File: src/pbf_defines.svh
// register offsets, reset values and field layout for the pin function block
//
// How it works
// - pin 0 codes: port, first pwm, fast clock out, second comparator
// - pin 1 codes: port, second pwm, serial tx zero, serial tx one
// - pin 2 codes: port, third pwm; codes 10 and 11 prohibited
// - pin 3 codes: port, sync serial input, serial tx one; 11 prohibited
// - pin 4 codes: port, sync serial output, serial tx zero, tx one
// - pin 5 codes: port, sync serial clock, i2c clock, third fast pwm
// - pin 6 codes: port, external clock in, i2c data, second fast pwm
// - pin 7 codes: port, slow clock out, first fast pwm, first pwm
// - low select register at 0xF25C, byte/halfword access, resets to zero
// - prohibited code in output: data ignored; float on floating or p-channel, low on n-channel or push-pull
// - each pin is input or output by its own direction bit
// - output drive: floating, p-channel, n-channel open drain, push-pull
// - input condition: floating, pull-down or pull-up
// - after reset every pin is a floating output
// - output pins with port code 00 drive the stored data bit
// - in input mode a data read returns the sampled pin level
// - select code is high register bit n over low register bit n
// - drive code upper bit first: 00 float, 01 p/pd, 10 n/pu, 11 cmos
// - direction bit zero is output (reset), one is input
`ifndef PBF_DEFINES_SVH
`define PBF_DEFINES_SVH

`define PBF_ADDR_SEL_LOW   16'hF25C
`define PBF_ADDR_SEL_HIGH  16'hF260
`define PBF_ADDR_DATA      16'hF264
`define PBF_ADDR_DIR       16'hF268
`define PBF_ADDR_DRV_LOW   16'hF26C
`define PBF_ADDR_DRV_HIGH  16'hF270
`define PBF_RST_REG        8'h00
`define PBF_SEL_PORT       2'b00
`define PBF_SEL_ALT1       2'b01
`define PBF_SEL_ALT2       2'b10
`define PBF_SEL_ALT3       2'b11
`define PBF_DRV_FLOAT      2'b00
`define PBF_DRV_PCH        2'b01
`define PBF_DRV_NCH        2'b10
`define PBF_DRV_CMOS       2'b11
`define PBF_HTRANS_NONSEQ  2'b10

`endif

File: src/pbf_pkg.sv
// types shared by the pin function block
package pbf_pkg;

  typedef struct packed {
    logic pwm_channel_first;
    logic pwm_channel_second;
    logic pwm_channel_third;
    logic fast_pwm_first;
    logic fast_pwm_second;
    logic fast_pwm_third;
    logic high_speed_clock_out;
    logic low_speed_clock_out;
    logic second_comparator_out;
    logic serial_tx_zero;
    logic serial_tx_one;
    logic sync_serial_out;
    logic sync_clock_out;
    logic sync_clock_oe;
    logic i2c_clock_out;
    logic i2c_data_out;
  } pbf_alt_out_t;

  typedef struct packed {
    logic sync_serial_in;
    logic sync_clock_in;
    logic external_clock_in;
    logic i2c_clock_in;
    logic i2c_data_in;
  } pbf_alt_in_t;

  typedef struct packed {
    logic [7:0] out;
    logic [7:0] oe;
    logic [7:0] pull_up;
    logic [7:0] pull_down;
  } pbf_pad_t;

endpackage

File: src/pbf_port.sv
// pin function select, direction, drive type and data for an 8-bit port
`timescale 1ns/1ps
`default_nettype none
`include "pbf_defines.svh"

module pbf_port
  import pbf_pkg::*;
(
  input  wire logic         hclk,
  input  wire logic         hresetn,
  input  wire logic         hsel,
  input  wire logic [31:0]  haddr,
  input  wire logic [1:0]   htrans,
  input  wire logic         hwrite,
  input  wire logic [2:0]   hsize,
  input  wire logic [31:0]  hwdata,
  input  wire logic         hready,
  output var  logic         hreadyout,
  output var  logic [31:0]  hrdata,
  output var  logic         hresp,
  input  wire logic [7:0]   pad_in,
  output var  pbf_pad_t     pad,
  input  wire pbf_alt_out_t alt_out,
  output var  pbf_alt_in_t  alt_in,
  output var  logic [7:0]   port_pin_level
);

  ////////////////////////////////////////////////////////////////////////////
  // state

  logic [7:0]  sel_low_reg;
  logic [7:0]  sel_high_reg;
  logic [7:0]  data_reg;
  logic [7:0]  dir_reg;
  logic [7:0]  drv_low_reg;
  logic [7:0]  drv_high_reg;
  logic [7:0]  pin_level_reg;
  logic        wr_pend_reg;
  logic [15:0] wr_addr_reg;
  logic        rd_start;
  logic        wr_start;
  logic [7:0]  wbyte;
  logic [7:0]  rd_next;
  pbf_pad_t    pad_next;
  pbf_alt_in_t alt_in_next;
  logic [7:0]  mux_val;
  logic [7:0]  mux_en;

  ////////////////////////////////////////////////////////////////////////////
  // helpers

  function automatic logic hit(input logic [15:0] a, input logic [15:0] r);
    hit = (a[15:2] == r[15:2]);
  endfunction

  // true for the six register words only
  function automatic logic mapped(input logic [15:0] a);
    mapped = hit(a, `PBF_ADDR_SEL_LOW) || hit(a, `PBF_ADDR_SEL_HIGH) ||
             hit(a, `PBF_ADDR_DATA) || hit(a, `PBF_ADDR_DIR) ||
             hit(a, `PBF_ADDR_DRV_LOW) || hit(a, `PBF_ADDR_DRV_HIGH);
  endfunction

  function automatic logic pick(input logic [1:0] s, input logic v0,
                                input logic v1, input logic v2,
                                input logic v3);
    case (s)
      `PBF_SEL_PORT: pick = v0;
      `PBF_SEL_ALT1: pick = v1;
      `PBF_SEL_ALT2: pick = v2;
      default:       pick = v3;
    endcase
  endfunction

  // returns {oe, out} for one pin in output mode
  function automatic logic [1:0] drive(input logic out_mode,
                                       input logic [1:0] ctrl,
                                       input logic v);
    if (!out_mode) begin
      drive = 2'b00;
    end else begin
      case (ctrl)
        `PBF_DRV_PCH:  drive = v ? 2'b11 : 2'b00;
        `PBF_DRV_NCH:  drive = v ? 2'b00 : 2'b10;
        `PBF_DRV_CMOS: drive = {1'b1, v};
        default:       drive = 2'b00;
      endcase
    end
  endfunction

  // register read value, data register shows the pin in input mode
  function automatic logic [7:0] reg_read(input logic [15:0] a);
    if (hit(a, `PBF_ADDR_SEL_LOW)) begin
      reg_read = sel_low_reg;
    end else if (hit(a, `PBF_ADDR_SEL_HIGH)) begin
      reg_read = sel_high_reg;
    end else if (hit(a, `PBF_ADDR_DATA)) begin
      reg_read = (dir_reg & pin_level_reg) | (~dir_reg & data_reg);
    end else if (hit(a, `PBF_ADDR_DIR)) begin
      reg_read = dir_reg;
    end else if (hit(a, `PBF_ADDR_DRV_LOW)) begin
      reg_read = drv_low_reg;
    end else if (hit(a, `PBF_ADDR_DRV_HIGH)) begin
      reg_read = drv_high_reg;
    end else begin
      reg_read = 8'h00;
    end
  endfunction

  ////////////////////////////////////////////////////////////////////////////
  // bus slave

  assign rd_start = hsel && hready && (htrans == `PBF_HTRANS_NONSEQ) && !hwrite;
  assign wr_start = hsel && hready && (htrans == `PBF_HTRANS_NONSEQ) && hwrite;
  assign wbyte    = hwdata[7:0];

  always_ff @(posedge hclk or negedge hresetn) begin
    if (!hresetn) begin
      wr_pend_reg <= 1'b0;
      wr_addr_reg <= 16'h0000;
    end else begin
      wr_pend_reg <= wr_start;
      if (wr_start) begin
        wr_addr_reg <= haddr[15:0];
      end
    end
  end

  // a read right behind a write to the same word, other than the data word, sees the new byte,
  // unmapped words keep reading zero
  always_comb begin
    rd_next = reg_read(haddr[15:0]);
    if (wr_pend_reg && mapped(wr_addr_reg) &&
        hit(haddr[15:0], wr_addr_reg) &&
        !hit(haddr[15:0], `PBF_ADDR_DATA)) begin
      rd_next = wbyte;
    end
  end

  always_ff @(posedge hclk or negedge hresetn) begin
    if (!hresetn) begin
      hrdata    <= 32'h0000_0000;
      hreadyout <= 1'b1;
      hresp     <= 1'b0;
    end else begin
      hreadyout <= 1'b1;
      hresp     <= 1'b0;
      if (rd_start) begin
        hrdata <= {24'h00_0000, rd_next};
      end
    end
  end

  ////////////////////////////////////////////////////////////////////////////
  // register file, byte lane 0 of each word

  always_ff @(posedge hclk or negedge hresetn) begin
    if (!hresetn) begin
      sel_low_reg  <= `PBF_RST_REG;
      sel_high_reg <= `PBF_RST_REG;
      data_reg     <= `PBF_RST_REG;
      dir_reg      <= `PBF_RST_REG;
      drv_low_reg  <= `PBF_RST_REG;
      drv_high_reg <= `PBF_RST_REG;
    end else if (wr_pend_reg) begin
      if (hit(wr_addr_reg, `PBF_ADDR_SEL_LOW)) begin
        sel_low_reg <= wbyte;
      end
      if (hit(wr_addr_reg, `PBF_ADDR_SEL_HIGH)) begin
        sel_high_reg <= wbyte;
      end
      if (hit(wr_addr_reg, `PBF_ADDR_DATA)) begin
        data_reg <= wbyte;
      end
      if (hit(wr_addr_reg, `PBF_ADDR_DIR)) begin
        dir_reg <= wbyte;
      end
      if (hit(wr_addr_reg, `PBF_ADDR_DRV_LOW)) begin
        drv_low_reg <= wbyte;
      end
      if (hit(wr_addr_reg, `PBF_ADDR_DRV_HIGH)) begin
        drv_high_reg <= wbyte;
      end
    end
  end

  ////////////////////////////////////////////////////////////////////////////
  // function routing

  logic [1:0] s0, s1, s2, s3, s4, s5, s6, s7;

  assign s0 = {sel_high_reg[0], sel_low_reg[0]};
  assign s1 = {sel_high_reg[1], sel_low_reg[1]};
  assign s2 = {sel_high_reg[2], sel_low_reg[2]};
  assign s3 = {sel_high_reg[3], sel_low_reg[3]};
  assign s4 = {sel_high_reg[4], sel_low_reg[4]};
  assign s5 = {sel_high_reg[5], sel_low_reg[5]};
  assign s6 = {sel_high_reg[6], sel_low_reg[6]};
  assign s7 = {sel_high_reg[7], sel_low_reg[7]};

  always_comb begin
    mux_en     = 8'hFF;
    // prohibited codes carry a forced zero, data ignored
    mux_val[0] = pick(s0, data_reg[0], alt_out.pwm_channel_first,
                      alt_out.high_speed_clock_out,
                      alt_out.second_comparator_out);
    mux_val[1] = pick(s1, data_reg[1], alt_out.pwm_channel_second,
                      alt_out.serial_tx_zero,
                      alt_out.serial_tx_one);
    mux_val[2] = pick(s2, data_reg[2], alt_out.pwm_channel_third,
                      1'b0, 1'b0);
    mux_val[3] = pick(s3, data_reg[3], data_reg[3],
                      alt_out.serial_tx_one, 1'b0);
    mux_val[4] = pick(s4, data_reg[4], alt_out.sync_serial_out,
                      alt_out.serial_tx_zero,
                      alt_out.serial_tx_one);
    mux_val[5] = pick(s5, data_reg[5], alt_out.sync_clock_out,
                      1'b0, alt_out.fast_pwm_third);
    mux_val[6] = pick(s6, data_reg[6], data_reg[6],
                      1'b0, alt_out.fast_pwm_second);
    mux_val[7] = pick(s7, data_reg[7], alt_out.low_speed_clock_out,
                      alt_out.fast_pwm_first,
                      alt_out.pwm_channel_first);
    if (s5 == `PBF_SEL_ALT1) begin
      mux_en[5] = alt_out.sync_clock_oe;
    end else if (s5 == `PBF_SEL_ALT2) begin
      mux_en[5] = !alt_out.i2c_clock_out;
    end
    if (s6 == `PBF_SEL_ALT2) begin
      mux_en[6] = !alt_out.i2c_data_out;
    end
  end

  ////////////////////////////////////////////////////////////////////////////
  // pad drive

  always_comb begin
    logic [1:0] ctrl;
    logic [1:0] d;
    ctrl     = 2'b00;
    d        = 2'b00;
    pad_next = '0;
    for (int i = 0; i < 8; i++) begin
      ctrl = {drv_high_reg[i], drv_low_reg[i]};
      d    = drive(!dir_reg[i], ctrl, mux_val[i]);
      pad_next.oe[i]        = d[1] & mux_en[i];
      pad_next.out[i]       = d[0];
      pad_next.pull_down[i] = dir_reg[i] && (ctrl == `PBF_DRV_PCH);
      pad_next.pull_up[i]   = dir_reg[i] && (ctrl == `PBF_DRV_NCH);
    end
  end

  always_ff @(posedge hclk or negedge hresetn) begin
    if (!hresetn) begin
      pad <= '0;
    end else begin
      pad <= pad_next;
    end
  end

  ////////////////////////////////////////////////////////////////////////////
  // pin sampling and inputs to the peripherals

  always_comb begin
    alt_in_next                   = '0;
    alt_in_next.sync_serial_in    = (s3 == `PBF_SEL_ALT1) && pin_level_reg[3];
    alt_in_next.sync_clock_in     = (s5 == `PBF_SEL_ALT1) && pin_level_reg[5];
    alt_in_next.i2c_clock_in      = (s5 == `PBF_SEL_ALT2) && pin_level_reg[5];
    alt_in_next.external_clock_in = (s6 == `PBF_SEL_ALT1) && pin_level_reg[6];
    alt_in_next.i2c_data_in       = (s6 == `PBF_SEL_ALT2) && pin_level_reg[6];
  end

  always_ff @(posedge hclk or negedge hresetn) begin
    if (!hresetn) begin
      pin_level_reg  <= 8'h00;
      port_pin_level <= 8'h00;
      alt_in         <= '0;
    end else begin
      pin_level_reg  <= pad_in;
      port_pin_level <= pin_level_reg;
      alt_in         <= alt_in_next;
    end
  end
endmodule
`default_nettype wire

File: config.mk
export PLATFORM = sky130hd
export DESIGN_NAME = pbf_port
export DESIGN_NICKNAME = d
export VERILOG_FILES = /design/src/pbf_pkg.sv /design/src/pbf_port.sv
export VERILOG_INCLUDE_DIRS = /design/src
export SDC_FILE = /design/constraint.sdc
export NUM_CORES = 1
export LEC_CHECK = 0
export BUFFER_PORTS_ARGS = -buffer_cell sky130_fd_sc_hd__buf_2
export CAP_MARGIN = 20
export CORE_ASPECT_RATIO = 0.75
export CORE_MARGIN = 3
export CORE_UTILIZATION = 53
export CTS_BUF_LIST = sky130_fd_sc_hd__clkbuf_2
export DETAILED_ROUTE_END_ITERATION = 8
export HOLD_SLACK_MARGIN = 0.03
export MAX_ROUTING_LAYER = met4
export PLACE_DENSITY = 0.81
export SLEW_MARGIN = 20
export SYNTH_ARGS = -nofsm -noshare
export SYNTH_HDL_FRONTEND = slang
export SYNTH_SLANG_ARGS = --single-unit
File: constraint.sdc
create_clock -name hclk -period 2.2 [get_ports hclk]
set_input_delay 0.44 -clock hclk [delete_from_list [all_inputs] [get_ports hclk]]
set_output_delay 0.44 -clock hclk [all_outputs]
set_load 0.01 [all_outputs]
==> flow_summary_export.csv <==
group,metric,value,unit
outcome,status,"finished with violations",
outcome,violations,"setup timing",
sta,skew,0.0281,ns
run,drv_cap,0,
routing,firstDrtPassIters,5,
clock_tree,clock_latency,0.68,ns
clock_tree,numCtsBuffers,17,
clock_tree,cts_tree,"built",
synthesis,syn-mean-instance-area,12.5,um2
clock_tree,clk_path_buf_depth,2,
global_routing,first_global_vias,4221,
synthesis,ys_types,56,
sta,rsz0062_at_grt,"yes",
global_routing,grt_pass1_wl,21.9,mm
synthesis,synth_common_cells,"dfrtp_1, mux2_2, nand2_1",
floorplan,fp-row-count,32,
worst_setup_path,worstSetupPathType,"reg2reg",
pwr,peakVddDrop,427,uV
global_routing,gr-usage-all-layers,24.5,%
routing,drt_wl_total,14.0,mm
placed_design,hpwl,9.74,mm
synthesis,synth-edff-count,0,
routing,vias,4299,
worst_setup_path,cp_max_fo,8,
worst_setup_path,crit_chain,"or4b_4 -> nor3_4 -> and3b_1 -> buf_6 -> nand3b_4 -> mux2_4",
routing,avgRoutedWirePerCell,18.5,um
finish,area_growth,21.9,%
synthesis,synth_cells,454,
sta,slew_violations,0,
routing,drtIter0Drc,396,
sta,hold_viol,0,
sta,max_slew_margin,56.6,%
global_routing,grt_overflow,0,
worst_setup_path,reg2reg_depth,6,
synthesis,async_flop_share,100,%
worst_setup_path,crit_path_start_kind,"flop",
routing,drt-vias-per-instance,5.66,
global_routing,grt_max_degree,43,
sta,worst_slew_pin_slew,0.650,ns
worst_setup_path,path_buf_inv,1,
pwr,clkPwrFrac,31.1,%
synthesis,synth-seq-area-share,54.5,%
pwr,power.density,657,mW/mm2
worst_setup_path,critPathMaxStageDelay,0.56,ns
worst_hold_path,min_path_cells,3,
worst_setup_path,crit_slowest_cell,"or4b_4",
clock_tree,cts_sinks,124,
worst_setup_path,worst_ep_required_time,2.77,ns
synthesis,synth.top_cell.area_share,54.5,%
placed_design,port_buffers,105,
sta,fin_crit,2.20,ns
pwr,power_switching,1210,uW
sta,setup_viol,2,
placed_design,post-place-ws,0.0524,ns
clock_tree,cts_max_level,4,
synthesis,synth-seq-cells,124,
sta,clock.fmax,454,MHz
pwr,p_seq_share,55.7,%
synthesis,synth.most_common_cell,"dfrtp_1",
finish,drive_gt1_share,38.5,%
pwr,sw_frac_of_total,26.6,%
routing,drcViolationCount,0,
synthesis,ys_top_cells_by_area,"dfrtp_1, mux2_2, buf_4",
finish,n_antenna_cell,0,
clock_tree,clk_pin_slew,0.17,ns
worst_setup_path,crit_path_end_kind,"flop",
floorplan,num_io_pins,177,
worst_setup_path,critical-path-top-delay-family,"simple AND/OR/NAND/NOR gates",
global_routing,antenna_found_initial,0,
sta,finalCritPeriodShare,100,%
floorplan,core_area,0.0104,mm2
worst_hold_path,hp-class,"in2reg",
worst_setup_path,arrival,2.77,ns
floorplan,dieHeight,95.8,um
sta,fin_ws,-0.00326,ns
synthesis,syn_area,0.00569,mm2
clock_tree,clockRootBuffer,"clkbuf_2",
pwr,leakagePower,0.00350,uW
pwr,internal-power,3340,uW
synthesis,synthFlopType,"dfrtp_1",
finish,final_util,66.9,%
floorplan,die_area,0.0120,mm2
placed_design,routabilityCongestion,0.877,
synthesis,synth.largest_area_cell,"dfrtp_1",
finish,largest_reg_flops,32,
synthesis,synth_warnings,0,
worst_setup_path,crit_cells,6,
sta,fin_hold_ws,0.0838,ns
floorplan,die_w,126,um
finish,nets,709,
floorplan,start_util,54.9,%
pwr,power_frac_comb,13.2,%
routing,antenna_left,0,
finish,fillCellCount,760,
[cells in the final DEF (no fill, tap or decap), drive strengths merged, types with 3 or more instances in the layout]
| master | count |
|---|---|
| nor4 | 3 |
| and3b | 18 |
| nor3b | 6 |
| bufinv | 3 |
| nand3 | 12 |
| a221oi | 10 |
| a21o | 6 |
| mux2i | 12 |
| nand4b | 4 |
| dlygate4sd3 | 25 |
| mux2 | 65 |
| nand2 | 36 |
| and4 | 6 |
| nor2b | 3 |
| o221ai | 7 |
| o211ai | 7 |
| xor2 | 7 |
| clkbuf | 21 |
| clkinv | 7 |
| mux4 | 4 |
| buf | 132 |
| nor2 | 19 |
| o21ai | 6 |
| dfrtp | 124 |
| inv | 12 |
| conb | 26 |
| xnor2 | 5 |
| a31oi | 3 |
[through the flow]
| step | setup TNS, ns | area (um2) | cells | power (uW) |
|---|---|---|---|---|
| 6_report | -0.00598 | 6940 | 759 | 4560 |
| 5_1_grt | -1.18 | 6940 | 759 | 4780 |
| 4_1_cts | 0 | 6830 | 750 | 4530 |
| 3_5_place_dp | 0 | 6400 | 699 | 3100 |
| 3_3_place_gp | 0 | 6400 | 699 | 3070 |
| 2_1_floorplan | 0 | 5780 | 478 | 2890 |
[cell type report]
type                       instances  area, um2  area share, %
multi-input combinational        299       2390           34.5
sequential                       124       3100           44.7
clock buffer                      21        105           1.51
inverter                          12       45.0          0.649
timing repair buffer             157       1000           14.4
clock inverter                    10        124           1.79
tap                              136        170           2.45
[power groups by stage]
| stage | logic [uW] | registers (uW) | clock network, uW |
|---|---|---|---|
| floorplan | 342 | 2550 | 0 |
| global placement | 509 | 2570 | 0 |
| detailed placement | 525 | 2580 | 0 |
| CTS | 555 | 2540 | 1440 |
| global route | 657 | 2560 | 1570 |
| finish | 601 | 2540 | 1420 |
[worst paths after layout]
| path | startpoint | end | slack (ns) |
|---|---|---|---|
| setup reg to reg | wr_addr_reg[8] | data_reg[0] | -0.003 |
| max in group asynchronous | hresetn | drv_low_reg[1] | 1.31 |
| hold / removal | haddr[9] | wr_addr_reg[9] | 0.08 |
| hold reg to reg | pin_level_reg[2] | port_pin_level[2] | 0.39 |
| setup / recovery | wr_addr_reg[8] | data_reg[0] | -0.003 |
| min in group asynchronous | hresetn | hrdata[3] | 0.22 |
[kinds of logic after synthesis]
| group | Yosys count | share of synthesized area, % |
|---|---|---|
| other | 2 | 0.132 |
| and+or+nand+nor | 126 | 13.9 |
| muxes | 81 | 16.5 |
| buffers and inverters | 55 | 5.52 |
| AOI/OAI and AO/OA | 54 | 7.52 |
| xor gates and xnor gates | 12 | 1.85 |
| DFF | 124 | 54.5 |
[routing by layer]
metal / up-vias / wire (um) / GRT usage [%] / part of all wire, %
met4: 0 / 393 / 8.84 / 2.8
met2: 215 / 6650 / 37.8 / 47
met3: 40 / 1030 / 7.54 / 7.3
li1: 1920 / - / - / -
met5: - / 0 / - / 0
met1: 2124 / 5950 / 31.0 / 42
[worst min-delay path, stage by stage]
cell     delay (ns)
buf_2          0.10
inv_1          0.09
o21ai_0        0.09
[what timing repair did]
action | 4_1_cts | 5_1_grt
setup buffers | 0 | 4
gates resized for setup | 0 | 8
endpoints found under the hold margin | 53 | 19
hold buffers | 20 | 5
endpoints found under the setup margin | 0 | 14
No activity file was read; power rests on OpenSTA's default activity.
